$ cat src/rtl/rstfs_pkg.sv
// package: constants and carrier types for the reset and fail-safe block
package rstfs_pkg;
    localparam int unsigned CLK_MHZ         = 125;
    localparam int unsigned HOLD_MS         = 130;
    localparam int unsigned HOLD_CYC        = HOLD_MS * 1000 * CLK_MHZ;
    localparam int unsigned EXT_MIN_CLKS    = 24;
    localparam int unsigned CNT_W           = 25;
    localparam logic [CNT_W-1:0] CNT_ZERO   = 25'h0000000;
    localparam logic [CNT_W-1:0] CNT_ONE    = 25'h0000001;
    localparam logic [CNT_W-1:0] EXT_CYC    = 25'h0000018;

    // open-drain pin: level seen, drive enable (drive is always low)
    typedef struct packed {
        logic in;
        logic oe;
    } rstfs_od_t;

    typedef enum logic [1:0] {
        RSTFS_ST_PWR  = 2'b00,
        RSTFS_ST_EXT  = 2'b01,
        RSTFS_ST_RUN  = 2'b10
    } rstfs_state_t;
endpackage : rstfs_pkg

$ cat src/rtl/rstfs_top.sv
// reset generator and fail-safe latch for the module processor core
// Behaviour
// RULE1: power-up holds reset and halt low 130 ms after supplies good
// RULE2: external reset holds ext reset, reset and halt low 24 clocks min
// RULE3: supply low pulls monitor, reset, halt low; hold 130 ms after recovery
// RULE4: drive processor reset and halt only through open-drain outputs
// RULE5: processor watchdog output low sets the fail-safe latch; the code sets it only in the run state
// RULE6: while latched, transmitter disabled and isolated power shut down
// RULE7: latch stays set until power-on or external reset only
// RULE8: isolated power enable stays off until processor leaves reset
// RULE9: fail-safe forces data and clock transceivers to receive direction
// RULE10: slot select together with slot reset acts as external reset
// RULE11: external reset and watchdog inputs synchronised to core clock
`timescale 1ns/1ps
`default_nettype none
module rstfs_top #(
    parameter int unsigned HOLD_CYCLES = rstfs_pkg::HOLD_CYC
) (
    input  wire logic              sys_clk_in,
    input  wire logic              rst_b_in,
    input  wire logic              supply_good_in,
    input  wire logic              slot_select_in,
    input  wire logic              slot_reset_in,
    input  wire logic              watchdog_expired_n_in,
    input  wire logic              cpu_tx_en_n_in,
    input  wire logic              cpu_reset_n_in,
    input  wire logic              cpu_halt_n_in,
    output var rstfs_pkg::rstfs_od_t cpu_reset_od_out,
    output var rstfs_pkg::rstfs_od_t cpu_halt_od_out,
    output logic                   ext_reset_n_out,
    output logic                   power_mon_n_out,
    output logic                   failsafe_active_out,
    output logic                   failsafe_active_n_out,
    output logic                   isolated_power_on_n_out,
    output logic                   xcvr_tx_en_out
);
    import rstfs_pkg::*;

    typedef struct packed {
        rstfs_state_t     state;
        logic [CNT_W-1:0] cnt;
        logic             fs;
        logic             hold;
        logic             ext_hold;
        logic             pmon_low;
        logic             iso_on_n;
        logic             tx_en;
        logic             sup_sync1;
        logic             sup_sync2;
        logic             sup_sync3;
        logic             sup_q;
    } rstfs_core_t;

    localparam logic [CNT_W-1:0] HOLD_LD = CNT_W'(HOLD_CYCLES);

    rstfs_core_t st_ff;
    rstfs_core_t nxt_st;
    logic        ext_req_n;
    logic        ext_sync_n;
    logic        wdog_sync_n;
    logic        reset_pin_seen_n;
    logic        tx_req_seen_n;

    // slot select and slot reset together form the external reset request
    assign ext_req_n = ~(slot_select_in & slot_reset_in); // [RULE10]

    // pin-domain inputs are filtered before any decision uses them
    rstfs_sync3 u_sync_ext (                    // [RULE11]
        .sys_clk_in (sys_clk_in),
        .rst_b_in   (rst_b_in),
        .async_in   (ext_req_n),
        .sync_out   (ext_sync_n)
    );

    rstfs_sync3 u_sync_wdog (                   // [RULE11]
        .sys_clk_in (sys_clk_in),
        .rst_b_in   (rst_b_in),
        .async_in   (watchdog_expired_n_in),
        .sync_out   (wdog_sync_n)
    );

    rstfs_sync3 u_sync_rstpin (
        .sys_clk_in (sys_clk_in),
        .rst_b_in   (rst_b_in),
        .async_in   (cpu_reset_n_in),
        .sync_out   (reset_pin_seen_n)
    );

    // processor transmit request comes from its own clock, so it is filtered
    rstfs_sync3 u_sync_tx (
        .sys_clk_in (sys_clk_in),
        .rst_b_in   (rst_b_in),
        .async_in   (cpu_tx_en_n_in),
        .sync_out   (tx_req_seen_n)
    );

    // sequencer: supply watch, external reset window, latch, isolated power
    always_comb begin
        nxt_st           = st_ff;
        nxt_st.sup_sync1 = supply_good_in;
        nxt_st.sup_sync2 = st_ff.sup_sync1;
        nxt_st.sup_sync3 = st_ff.sup_sync2;
        if (st_ff.sup_sync2 == st_ff.sup_sync3) begin
            nxt_st.sup_q = st_ff.sup_sync3;
        end
        if (st_ff.cnt != CNT_ZERO) begin
            nxt_st.cnt = st_ff.cnt - CNT_ONE;
        end
        unique case (st_ff.state)
            RSTFS_ST_PWR: begin
                // counter reloads while supply is bad, so 130 ms runs from recovery
                nxt_st.hold     = 1'b1;                   // [RULE1] [RULE3]
                nxt_st.pmon_low = ~st_ff.sup_q;           // [RULE3]
                if (!st_ff.sup_q) begin
                    nxt_st.cnt = HOLD_LD;                 // [RULE1] [RULE3]
                end else if (st_ff.cnt == CNT_ONE) begin
                    nxt_st.state = RSTFS_ST_RUN;
                    nxt_st.hold  = 1'b0;
                end
            end
            RSTFS_ST_EXT: begin
                nxt_st.hold     = 1'b1;
                nxt_st.ext_hold = 1'b1;                   // [RULE2]
                if (!ext_sync_n) begin
                    nxt_st.cnt = EXT_CYC;                 // [RULE2]
                end else if (st_ff.cnt == CNT_ONE) begin
                    nxt_st.state    = RSTFS_ST_RUN;
                    nxt_st.hold     = 1'b0;
                    nxt_st.ext_hold = 1'b0;
                end
            end
            RSTFS_ST_RUN: begin
                nxt_st.hold     = 1'b0;
                nxt_st.ext_hold = 1'b0;
                nxt_st.pmon_low = 1'b0;
            end
            default: begin
                nxt_st.state = RSTFS_ST_PWR;
            end
        endcase
        // brown-out outranks an external reset; a running external hold is
        // kept to the end of the power hold rather than cut short
        if (!st_ff.sup_q) begin
            nxt_st.state    = RSTFS_ST_PWR;              // [RULE3]
            nxt_st.hold     = 1'b1;
            nxt_st.pmon_low = 1'b1;
            nxt_st.cnt      = HOLD_LD;
        end else if (!ext_sync_n) begin
            nxt_st.hold     = 1'b1;
            nxt_st.ext_hold = 1'b1;                      // [RULE2]
            // a long power count is never traded for the short external one
            if (st_ff.state != RSTFS_ST_PWR || st_ff.cnt < EXT_CYC) begin
                nxt_st.state = RSTFS_ST_EXT;             // [RULE1]
                nxt_st.cnt   = EXT_CYC;
            end
        end
        // latch: watchdog sets, only a supply loss or external reset clears
        if (!wdog_sync_n && st_ff.state == RSTFS_ST_RUN) begin
            nxt_st.fs = 1'b1;                             // [RULE5] [RULE7]
        end else if (!ext_sync_n || !st_ff.sup_q) begin
            nxt_st.fs = 1'b0;                             // [RULE7]
        end
        // isolated power waits for the processor reset pin to rise
        nxt_st.iso_on_n = st_ff.hold | ~reset_pin_seen_n;  // [RULE8]
        nxt_st.iso_on_n = nxt_st.iso_on_n | nxt_st.fs;    // [RULE6]
        nxt_st.tx_en    = ~tx_req_seen_n & ~st_ff.hold;
        nxt_st.tx_en    = nxt_st.tx_en & ~nxt_st.fs;      // [RULE6] [RULE9]
    end

    // reset value mirrors a power-on hold with a full count pending
    always_ff @(posedge sys_clk_in or negedge rst_b_in) begin
        if (!rst_b_in) begin
            st_ff.state     <= RSTFS_ST_PWR;
            st_ff.cnt       <= HOLD_LD;
            st_ff.fs        <= 1'b0;
            st_ff.hold      <= 1'b1;
            st_ff.ext_hold  <= 1'b0;
            st_ff.pmon_low  <= 1'b1;
            st_ff.iso_on_n  <= 1'b1;
            st_ff.tx_en     <= 1'b0;
            st_ff.sup_sync1 <= 1'b0;
            st_ff.sup_sync2 <= 1'b0;
            st_ff.sup_sync3 <= 1'b0;
            st_ff.sup_q     <= 1'b0;
        end else begin
            st_ff <= nxt_st;
        end
    end

    // open-drain: enable pulls low, never drives high
    assign cpu_reset_od_out.in   = cpu_reset_n_in;
    assign cpu_reset_od_out.oe   = st_ff.hold;           // [RULE4]
    assign cpu_halt_od_out.in    = cpu_halt_n_in;
    assign cpu_halt_od_out.oe    = st_ff.hold;           // [RULE4]
    assign ext_reset_n_out       = ~st_ff.ext_hold;
    assign power_mon_n_out       = ~st_ff.pmon_low;
    assign failsafe_active_out   = st_ff.fs;
    assign failsafe_active_n_out = ~st_ff.fs;
    assign isolated_power_on_n_out = st_ff.iso_on_n;
    assign xcvr_tx_en_out        = st_ff.tx_en;

    // helper: cycles of continuous external hold
    logic [5:0] ext_run_ff;
    always_ff @(posedge sys_clk_in or negedge rst_b_in) begin
        if (!rst_b_in) begin
            ext_run_ff <= 6'h00;
        end else if (!st_ff.ext_hold) begin
            ext_run_ff <= 6'h00;
        end else if (ext_run_ff != 6'h3f) begin
            ext_run_ff <= ext_run_ff + 6'h01;
        end
    end
endmodule // rstfs_top
`default_nettype wire

$ cat src/rtl/rstfs_sync3.sv
// three-flop input synchroniser, change taken when stages two and three agree
`timescale 1ns/1ps
`default_nettype none
module rstfs_sync3 (
    input  wire logic sys_clk_in,
    input  wire logic rst_b_in,
    input  wire logic async_in,
    output logic      sync_out
);
    import rstfs_pkg::*;

    typedef struct packed {
        logic s1;
        logic s2;
        logic s3;
        logic q;
    } rstfs_sync_t;

    rstfs_sync_t st_ff;
    rstfs_sync_t nxt_st;

    // s1 feeds only s2; q moves only when s2 and s3 match
    always_comb begin
        nxt_st    = st_ff;
        nxt_st.s1 = async_in;
        nxt_st.s2 = st_ff.s1;
        nxt_st.s3 = st_ff.s2;
        if (st_ff.s2 == st_ff.s3) begin
            nxt_st.q = st_ff.s3;
        end
    end

    // reset to one: all four inputs it filters are active-low, idle high
    always_ff @(posedge sys_clk_in or negedge rst_b_in) begin
        if (!rst_b_in) begin
            st_ff <= 4'hf;
        end else begin
            st_ff <= nxt_st;
        end
    end

    assign sync_out = st_ff.q;
endmodule // rstfs_sync3
`default_nettype wire

$ cat config.mk
export PLATFORM = sky130hd
export DESIGN_NAME = rstfs_top
export DESIGN_NICKNAME = d
export VERILOG_FILES = /design/src/rtl/rstfs_pkg.sv /design/src/rtl/rstfs_top.sv /design/src/rtl/rstfs_sync3.sv
export SDC_FILE = /design/constraint.sdc
export NUM_CORES = 1
export LEC_CHECK = 0
export ABC_AREA = 1
export BUFFER_PORTS_ARGS = -buffer_cell sky130_fd_sc_hd__buf_2
export CAP_MARGIN = 25
export CORE_MARGIN = 8
export CORE_UTILIZATION = 45
export DETAILED_ROUTE_END_ITERATION = 16
export PLACE_DENSITY = 0.71
export SLEW_MARGIN = 20
export SYNTH_ARGS = -nofsm -noshare
export SYNTH_HDL_FRONTEND = slang
export SYNTH_SLANG_ARGS = --single-unit
export TNS_END_PERCENT = 30
$ cat constraint.sdc
create_clock -name sys_clk_in -period 4 [get_ports sys_clk_in]
set_input_delay 0.2 -clock sys_clk_in [delete_from_list [all_inputs] [get_ports sys_clk_in]]
set_output_delay 0.2 -clock sys_clk_in [all_outputs]
set_load 0.03 [all_outputs]
==> impl_metrics.xml, run 1 <==
<?xml version="1.0" encoding="UTF-8"?>
<metrics>
  <group name="status">
    <metric name="outcome" unit="">finished with violations</metric>
    <metric name="violations" unit="">hold timing</metric>
  </group>
  <group name="critical_path">
    <metric name="critical_path.max_fanout" unit="">11</metric>
    <metric name="worst_setup_path_start_kind" unit="">flip-flop</metric>
    <metric name="timing.critical_path.to_type" unit="">flip-flop</metric>
    <metric name="cp_data_required_time" unit="ps">4200</metric>
    <metric name="worstSetupPathType" unit="">flip-flop to flip-flop</metric>
    <metric name="worstPathArrival" unit="ps">2280</metric>
  </group>
  <group name="floorplanning">
    <metric name="initial_utilization" unit="">0.471</metric>
    <metric name="io_pins" unit="">19</metric>
    <metric name="die_area" unit="mm2">0.00850</metric>
    <metric name="placement_rows" unit="">27</metric>
    <metric name="die-width" unit="um">92.2</metric>
    <metric name="core_region_area" unit="mm2">0.00554</metric>
    <metric name="die_h" unit="um">92.2</metric>
  </group>
  <group name="cts">
    <metric name="post-cts-setup-buffer-count" unit="">0</metric>
    <metric name="clk_pin_slew_worst_paths" unit="ps">100</metric>
    <metric name="cts_root_buffer" unit="">clkbuf_8</metric>
    <metric name="cts-resized-gates" unit="">0</metric>
    <metric name="cts_tree" unit="">yes</metric>
    <metric name="tritoncts.num_buffers" unit="">5</metric>
    <metric name="clock_path_buffers" unit="">2</metric>
    <metric name="clock_sink_count" unit="">53</metric>
    <metric name="insertion_delay_of_the_later_clocked_pin_in_the_worst_skew_pair" unit="ps">310</metric>
    <metric name="cts_hold_buf" unit="">6</metric>
    <metric name="ctsHtreeMaxLevel" unit="">2</metric>
  </group>
  <group name="global_route">
    <metric name="global_route.usage.total" unit="">0.125</metric>
    <metric name="grt-ovfl-total" unit="">0</metric>
    <metric name="grt_antenna_before_repair" unit="">0</metric>
    <metric name="grt_pass1_vias" unit="">1945</metric>
    <metric name="grt_met2_use" unit="">0.209</metric>
    <metric name="grt_busiest_layer" unit="">met2</metric>
    <metric name="grt_start_max_net_pins" unit="">54</metric>
    <metric name="gr_layer_usage_met3" unit="">0.0253</metric>
    <metric name="global_route.usage.met1" unit="">0.156</metric>
    <metric name="grt_pass1_wl" unit="um">8730</metric>
  </group>
  <group name="detailed_routing">
    <metric name="drt-initial-drc-count" unit="">147</metric>
    <metric name="detailroute.via_count" unit="">1896</metric>
    <metric name="number_of_detailed_route_iterations_in_the_first_pass" unit="">4</metric>
    <metric name="ant_nets" unit="">0</metric>
    <metric name="post_drt_via_cell_ratio" unit="">4.87</metric>
    <metric name="drt_wl_total" unit="um">4960</metric>
    <metric name="route.detailed.drc" unit="">0</metric>
    <metric name="route.detailed.wl_per_inst" unit="um">12.7</metric>
  </group>
  <group name="sta">
    <metric name="finalSetupViolations" unit="">0</metric>
    <metric name="finalHoldViolCount" unit="">13</metric>
    <metric name="max_freq" unit="MHz">481</metric>
    <metric name="worst_pin_slew" unit="ps">702</metric>
    <metric name="fin_setup_tns" unit="ps">0</metric>
    <metric name="final-max-slew-violation-count" unit="">0</metric>
    <metric name="hold-worst-slack" unit="ps">-25.3</metric>
    <metric name="clock-skew-final" unit="ps">4.25</metric>
    <metric name="rsz_0062_raised_after_global_routing" unit="">false</metric>
    <metric name="layout_worst_path_cycle_share" unit="">0.519</metric>
    <metric name="post-route-min-period" unit="ps">2080</metric>
    <metric name="timing.max_slew.rel_slack" unit="">0.532</metric>
  </group>
  <group name="yosys">
    <metric name="ys_seq_elements" unit="">53</metric>
    <metric name="combined_area_of_all_synthesized_cells" unit="mm2">0.00261</metric>
    <metric name="synth.avg_cell_area" unit="um2">8.88</metric>
    <metric name="number_of_different_library_cells_in_the_post_synthesis_netlist" unit="">31</metric>
    <metric name="synthesis.nets" unit="">310</metric>
    <metric name="synth_sequential_area_ratio" unit="">0.524</metric>
    <metric name="synth.yosys.warnings" unit="">0</metric>
    <metric name="instance_count_of_the_mapped_netlist" unit="">294</metric>
  </group>
  <group name="finish">
    <metric name="area_growth" unit="%">10.7</metric>
    <metric name="post_layout_nonfiller_instances" unit="">389</metric>
    <metric name="num-nets-final" unit="">332</metric>
    <metric name="antenna_cells_inserted" unit="">0</metric>
    <metric name="layout_cells_sized_above_1" unit="">0.240</metric>
    <metric name="design_area" unit="mm2">0.00289</metric>
  </group>
  <group name="flow_run">
    <metric name="max_cap_violations" unit="">0</metric>
  </group>
  <group name="placed_design">
    <metric name="gp_congestion" unit="">0.896</metric>
    <metric name="dp.cells" unit="">375</metric>
    <metric name="dp_hpwl" unit="um">3620</metric>
    <metric name="io_buffer_count" unit="">16</metric>
    <metric name="placed_area" unit="mm2">0.00273</metric>
  </group>
  <group name="pwr">
    <metric name="cellPowerDensity" unit="mW/mm2">389</metric>
    <metric name="leakagePower" unit="uW">0.00130</metric>
    <metric name="ir_worst_vdd" unit="V">0.000205</metric>
  </group>
  <group name="min_path">
    <metric name="hold_class" unit="">input pin to asynchronous set/reset pin</metric>
  </group>
</metrics>
-- synthesized netlist by cell type --
library cell / n / area [um2]
nand2_1: 70 / 263
nor2_1: 57 / 214
dfstp_2: 33 / 867
inv_1: 22 / 82.6
dfrtp_1: 20 / 500
xor2_1: 15 / 131
nand3_1: 10 / 50.1
a21oi_1: 7 / 35.0
ha_1: 7 / 87.6
o21ai_1: 7 / 35.0
buf_4: 5 / 37.5
maj3_1: 5 / 50.1
nand2_2: 4 / 25.0
nor3_1: 4 / 20.0
xnor2_1: 4 / 35.0
nor2_2: 3 / 18.8
clkbuf_1: 2 / 7.51
inv_2: 2 / 7.51
nand2_4: 2 / 22.5
nor2_4: 2 / 22.5
nor3_2: 2 / 20.0
o21ai_0: 2 / 10.0
buf_6: 1 / 11.3
clkinv_2: 1 / 5.00
nand3_2: 1 / 10.0
nand4_1: 1 / 6.26
o21bai_1: 1 / 7.51
o221ai_1: 1 / 8.76
o22ai_1: 1 / 6.26
o31ai_1: 1 / 7.51
or2_2: 1 / 6.26
-- per-stage QoR --
step	worst slack (ps)	power [uW]	util
final	1920	1120	0.522
after global routing	1760	1180	0.522
after CTS	1920	1140	0.522
after detailed placement	2000	807	0.493
after global placement	2110	804	0.493
after floorplan	2370	762	-
-- critical path, cell delays in order (launching register included) --
cell	delay, ps
dfrtp_1	420
inv_1	130
ha_1	260
nand2_4	100
nor2_4	140
nand2_2	90
nor2_2	390
nor2_1	80
nand2_1	100
xor2_1	180
nor2_1	70
-- cells by family (layout without fill, tap and decap cells) --
logic type / after synthesis / after routing / synth area share
and+or+nand+nor: 157 / 157 / 0.260
xor gates and xnor gates: 19 / 19 / 0.0637
AOI/OAI and AO/OA: 20 / 20 / 0.0422
buffers and inverters: 33 / 56 / 0.0580
adders and majority gates: 12 / 12 / 0.0527
DFF: 53 / 53 / 0.524
-- state kept, by name, summed over array words and instances, names as in the netlist --
signal                   cells
st_ff                       31
nxt_st                       2
u_sync_ext.nxt_st            2
u_sync_rstpin.nxt_st         2
u_sync_tx.nxt_st             2
u_sync_wdog.nxt_st           2
cpu_halt_od_out              1
failsafe_active_out          1
isolated_power_on_n_out      1
u_sync_ext.st_ff             1
u_sync_ext.sync_out          1
u_sync_rstpin.st_ff          1
u_sync_rstpin.sync_out       1
u_sync_tx.st_ff              1
u_sync_tx.sync_out           1
u_sync_wdog.st_ff            1
u_sync_wdog.sync_out         1
xcvr_tx_en_out               1
-- worst paths after layout --
kind,start,end,slack [ps],cells past startpoint
min in group sys_clk_in,u_sync_ext.nxt_st[2],u_sync_ext.nxt_st[1],360,0
setup / recovery,st_ff[10],st_ff[29],1920,10
setup reg to reg,st_ff[10],st_ff[29],1920,10
max in group asynchronous,rst_b_in,st_ff[7],3590,2
hold / removal,rst_b_in,st_ff[18],-30,2
hold reg to reg,u_sync_ext.nxt_st[2],u_sync_ext.nxt_st[1],360,0
-- cell type report --
class                      count  area, um2
multi-input combinational    208       1090
inverter                      25       95.1
clock inverter                 3       28.8
tap                           72       90.1
fill                         508       2650
clock buffer                   5       68.8
timing repair buffer          23        148
sequential                    53       1370
-- power by group --
part	switching, uW	total (uW)	internal (uW)
combinational	105	174	69.0
sequential	42.5	628	585
clock	191	323	131
total	339	1120	786
-- placed cells by master, fill, tap and decap left out --
| master | instances |
|---|---|
| nand3_2 | 1 |
| nor2_2 | 3 |
| nor2_1 | 57 |
| o21bai_1 | 1 |
| dfrtp_1 | 20 |
| o31ai_1 | 1 |
| a21oi_1 | 7 |
| nor2_4 | 2 |
| nand2_4 | 2 |
| or2_2 | 1 |
| nand4_1 | 1 |
| inv_6 | 1 |
| clkinv_2 | 1 |
| nand2_1 | 70 |
| buf_4 | 1 |
| o22ai_1 | 1 |
| inv_2 | 2 |
| clkinv_4 | 1 |
| clkbuf_8 | 5 |
| inv_1 | 22 |
| o21ai_0 | 2 |
| nand3_1 | 10 |
| xor2_1 | 15 |
| ha_1 | 7 |
| inv_8 | 1 |
| o221ai_1 | 1 |
| xnor2_1 | 4 |
| nor3_1 | 4 |
| dfstp_2 | 33 |
| maj3_1 | 5 |
| nand2_2 | 4 |
| buf_2 | 16 |
| nor3_2 | 2 |
| o21ai_1 | 7 |
| dlygate4sd3_1 | 6 |
-- metal layers --
| metal | vias to the layer above | part of all wire | wire, um |
|---|---|---|---|
| met3 | 8 | 0.032 | 158 |
| li1 | 957 | - | - |
| met1 | 898 | 0.47 | 2350 |
| met5 | - | 0 | 0 |
| met2 | 33 | 0.48 | 2370 |
| met4 | 0 | 0.015 | 76 |
No activity file was read; power rests on OpenSTA's default activity.
==> inputs of run 2 (changes only) <==
--- a/config.mk
+++ b/config.mk
@@ -5,13 +5,13 @@
 export SDC_FILE = /design/constraint.sdc
 export NUM_CORES = 1
 export LEC_CHECK = 0
-export ABC_AREA = 1
+export ABC_AREA = 0
 export BUFFER_PORTS_ARGS = -buffer_cell sky130_fd_sc_hd__buf_2
 export CAP_MARGIN = 25
 export CORE_MARGIN = 8
 export CORE_UTILIZATION = 45
 export DETAILED_ROUTE_END_ITERATION = 16
-export PLACE_DENSITY = 0.71
+export PLACE_DENSITY = 0.72
 export SLEW_MARGIN = 20
 export SYNTH_ARGS = -nofsm -noshare
 export SYNTH_HDL_FRONTEND = slang
==> constraint.sdc (replaced) <==
create_clock -name sys_clk_in -period 2.1 [get_ports sys_clk_in]
set_input_delay 0.105 -clock sys_clk_in [delete_from_list [all_inputs] [get_ports sys_clk_in]]
set_output_delay 0.105 -clock sys_clk_in [all_outputs]
set_load 0.03 [all_outputs]
==> impl_metrics.xml, run 2 <==
<?xml version="1.0" encoding="UTF-8"?>
<metrics>
  <group name="status">
    <metric name="outcome" unit="">finished with violations</metric>
    <metric name="violations" unit="">setup timing</metric>
  </group>
  <group name="critical_path">
    <metric name="cp_common_cell" unit="">or4_4</metric>
    <metric name="critical-path-top-delay-family" unit="">simple AND/OR/NAND/NOR gates</metric>
    <metric name="critical_path.reg2reg.startpoint" unit="">st_ff[26]</metric>
    <metric name="critical_path.startpoint" unit="">st_ff[26]</metric>
    <metric name="path_cells" unit="">or4_4, buf_6, or4_4, o211ai_1, buf_4, xor2_1, nor2_1</metric>
    <metric name="timing.critical_path.to_type" unit="">flip-flop</metric>
    <metric name="critical_path_buf_inv_count" unit="">2</metric>
    <metric name="worst_r2r_path_depth" unit="">7</metric>
    <metric name="setup.reg_to_reg.worst_slack" unit="ps">-140</metric>
    <metric name="r2r_end" unit="">st_ff[19]</metric>
    <metric name="worst-path-stages" unit="">7</metric>
    <metric name="worst_setup_path_start_kind" unit="">flip-flop</metric>
    <metric name="cp_data_required_time" unit="ps">2300</metric>
    <metric name="cpPeakStageDelay" unit="ps">540</metric>
    <metric name="worstSetupPathType" unit="">flip-flop to flip-flop</metric>
    <metric name="worstPathArrival" unit="ps">2440</metric>
    <metric name="worst_path_slowest_cell" unit="">or4_4</metric>
    <metric name="worst_setup_path_endpoint" unit="">st_ff[19]</metric>
    <metric name="critical_path.max_fanout" unit="">5</metric>
  </group>
  <group name="sta">
    <metric name="finalHoldViolCount" unit="">0</metric>
    <metric name="max_freq" unit="MHz">446</metric>
    <metric name="post-route-min-period" unit="ps">2240</metric>
    <metric name="layout_worst_path_cycle_share" unit="">1.07</metric>
    <metric name="finalSetupViolations" unit="">12</metric>
    <metric name="worst_pin_slew" unit="ps">643</metric>
    <metric name="rsz_0062_raised_after_global_routing" unit="">true</metric>
    <metric name="hold-worst-slack" unit="ps">210</metric>
    <metric name="setup_ws" unit="ps">-143</metric>
    <metric name="final-max-slew-violation-count" unit="">0</metric>
    <metric name="timing.max_slew.rel_slack" unit="">0.572</metric>
    <metric name="clock-skew-final" unit="ps">15.6</metric>
  </group>
  <group name="yosys">
    <metric name="synth_area_leader_cell" unit="">dfstp_2</metric>
    <metric name="synth_top_area_frac" unit="">0.343</metric>
    <metric name="combined_area_of_all_synthesized_cells" unit="mm2">0.00252</metric>
    <metric name="synth.avg_cell_area" unit="um2">10.8</metric>
    <metric name="number_of_different_library_cells_in_the_post_synthesis_netlist" unit="">47</metric>
    <metric name="synth_sequential_area_ratio" unit="">0.542</metric>
    <metric name="synthesis.nets" unit="">249</metric>
    <metric name="yosys-top-cells-area" unit="">dfstp_2, dfrtp_1, nor2_1, o21ai_0, ha_1</metric>
    <metric name="ys_seq_elements" unit="">53</metric>
    <metric name="synth.yosys.warnings" unit="">0</metric>
    <metric name="synthArstFlopShare" unit="">1.00</metric>
    <metric name="top_count_cell_post_synth" unit="">dfstp_2</metric>
    <metric name="yosys_most_used_dff" unit="">dfstp_2</metric>
    <metric name="synth_commonest_cells" unit="">dfstp_2, nor2_1, dfrtp_1</metric>
    <metric name="synth_edf_count" unit="">0</metric>
    <metric name="instance_count_of_the_mapped_netlist" unit="">233</metric>
  </group>
  <group name="global_route">
    <metric name="grt_antenna_before_repair" unit="">0</metric>
    <metric name="grt_pass1_wl" unit="um">9850</metric>
    <metric name="grt-ovfl-total" unit="">0</metric>
    <metric name="grt_start_max_net_pins" unit="">54</metric>
    <metric name="grt_pass1_vias" unit="">1988</metric>
    <metric name="global_route.usage.total" unit="">0.145</metric>
  </group>
  <group name="placed_design">
    <metric name="dp_hpwl" unit="um">3860</metric>
    <metric name="gp_congestion" unit="">0.906</metric>
    <metric name="io_buffer_count" unit="">16</metric>
  </group>
  <group name="pwr">
    <metric name="ir_worst_vdd" unit="V">0.000349</metric>
    <metric name="report.power.total" unit="uW">2130</metric>
    <metric name="cellPowerDensity" unit="mW/mm2">657</metric>
    <metric name="leakagePower" unit="uW">0.00127</metric>
  </group>
  <group name="floorplanning">
    <metric name="placement_rows" unit="">27</metric>
    <metric name="io_pins" unit="">19</metric>
    <metric name="die_area" unit="mm2">0.00826</metric>
    <metric name="die-width" unit="um">90.9</metric>
    <metric name="initial_utilization" unit="">0.461</metric>
    <metric name="core_region_area" unit="mm2">0.00547</metric>
    <metric name="die_h" unit="um">90.9</metric>
  </group>
  <group name="cts">
    <metric name="clk_pin_slew_worst_paths" unit="ps">100</metric>
    <metric name="cts_root_buffer" unit="">clkbuf_8</metric>
    <metric name="insertion_delay_of_the_later_clocked_pin_in_the_worst_skew_pair" unit="ps">310</metric>
    <metric name="ctsHtreeMaxLevel" unit="">2</metric>
    <metric name="cts_tree" unit="">yes</metric>
    <metric name="clock_path_buffers" unit="">2</metric>
    <metric name="tritoncts.num_buffers" unit="">5</metric>
    <metric name="clock_sink_count" unit="">53</metric>
  </group>
  <group name="detailed_routing">
    <metric name="route.detailed.wl_per_inst" unit="um">16.2</metric>
    <metric name="detailroute.via_count" unit="">2021</metric>
    <metric name="number_of_detailed_route_iterations_in_the_first_pass" unit="">4</metric>
    <metric name="drt_wl_total" unit="um">5830</metric>
    <metric name="drt-initial-drc-count" unit="">130</metric>
    <metric name="route.detailed.drc" unit="">0</metric>
    <metric name="ant_nets" unit="">0</metric>
    <metric name="post_drt_via_cell_ratio" unit="">5.60</metric>
  </group>
  <group name="finish">
    <metric name="antenna_cells_inserted" unit="">0</metric>
    <metric name="num-nets-final" unit="">304</metric>
    <metric name="layout_cells_sized_above_1" unit="">0.426</metric>
    <metric name="most-common-layout-cells" unit="">dfstp_2, buf_4, nor2_1, dfrtp_1, buf_2</metric>
    <metric name="area_growth" unit="%">28.3</metric>
    <metric name="largest-register" unit="">st_ff</metric>
    <metric name="largest_reg_flops" unit="">31</metric>
  </group>
  <group name="min_path">
    <metric name="hold_class" unit="">input pin to primary output</metric>
  </group>
  <group name="flow_run">
    <metric name="max_cap_violations" unit="">0</metric>
  </group>
</metrics>
==> run 2: changes by cell type in the layout (fill, tap and decap cells not counted), sizes merged, moves of 4 or more <==
cell    delta
nand3      -4
nand2     -67
xor2       -8
nor2      -37
or3        +5
or4        +4
o21ai      +9
nor4       +4
o211ai     +6
inv       -15
buf       +36
==> run 2: through the flow <==
stage / instance area [um2] / cells / setup WS [ps] / util / TNS, ps
2_1_floorplan: 2540 / 233 / -160 / - / -2790
3_3_place_gp: 2860 / 337 / -64.2 / 0.522 / -871
3_5_place_dp: 2860 / 337 / -169 / 0.522 / -3080
4_1_cts: 3090 / 355 / -152 / 0.564 / -989
5_1_grt: 3240 / 361 / -236 / 0.592 / -2030
6_report: 3240 / 361 / -143 / 0.592 / -714
==> run 2: routing by layer <==
metal  share of wire  GRT usage
met4           0.019     0.0655
met5               0          0
met2            0.48      0.231
met1            0.46      0.186
met3           0.039     0.0274
==> run 2: area by class of cell <==
cell class                      count  area (um2)
Inverter                           10        37.5
Tap cell                           72        90.1
Sequential cell                    53        1370
Fill cell                         470        2230
Clock inverter                      2        13.8
Timing Repair Buffer               60         452
Multi-Input combinational cell    158        1210
Clock buffer                        6        72.6
==> run 2: logic make-up after synthesis <==
| logic type | synth area share |
|---|---|
| and+or+nand+nor | 0.164 |
| AOI/OAI and AO/OA | 0.139 |
| DFF | 0.542 |
| buffers and inverters | 0.0476 |
| xor gates and xnor gates | 0.0451 |
| adders and majority gates | 0.0545 |
| muxes | 0.00793 |
==> run 2: report_power, final <==
group / internal [uW] / switching, uW / leakage [uW]
logic: 180 / 180 / 0.000614
clock network: 238 / 334 / 0.0000456
registers: 1120 / 81.3 / 0.000608
total: 1530 / 595 / 0.00127
==> run 2: worst min-delay path by stage <==
stage | cells after the start | start | to
finish | 0 | cpu_halt_n_in | cpu_halt_od_out[1]
global route | 0 | cpu_halt_n_in | cpu_halt_od_out[1]
CTS | 0 | cpu_halt_n_in | cpu_halt_od_out[1]
detailed placement | 0 | cpu_halt_n_in | cpu_halt_od_out[1]
global placement | 0 | cpu_halt_n_in | cpu_halt_od_out[1]
floorplan | 0 | rst_b_in | failsafe_active_out
==> run 2: what timing repair did <==
action / CTS / global route
setup endpoints to repair: 28 / 29
pin swaps: 17 / 13
resized for setup: 19 / 25
hold endpoints to repair: 25 / 0
setup buffers: 2 / 6
cloned: 1 / 0
hold buffers: 7 / 0
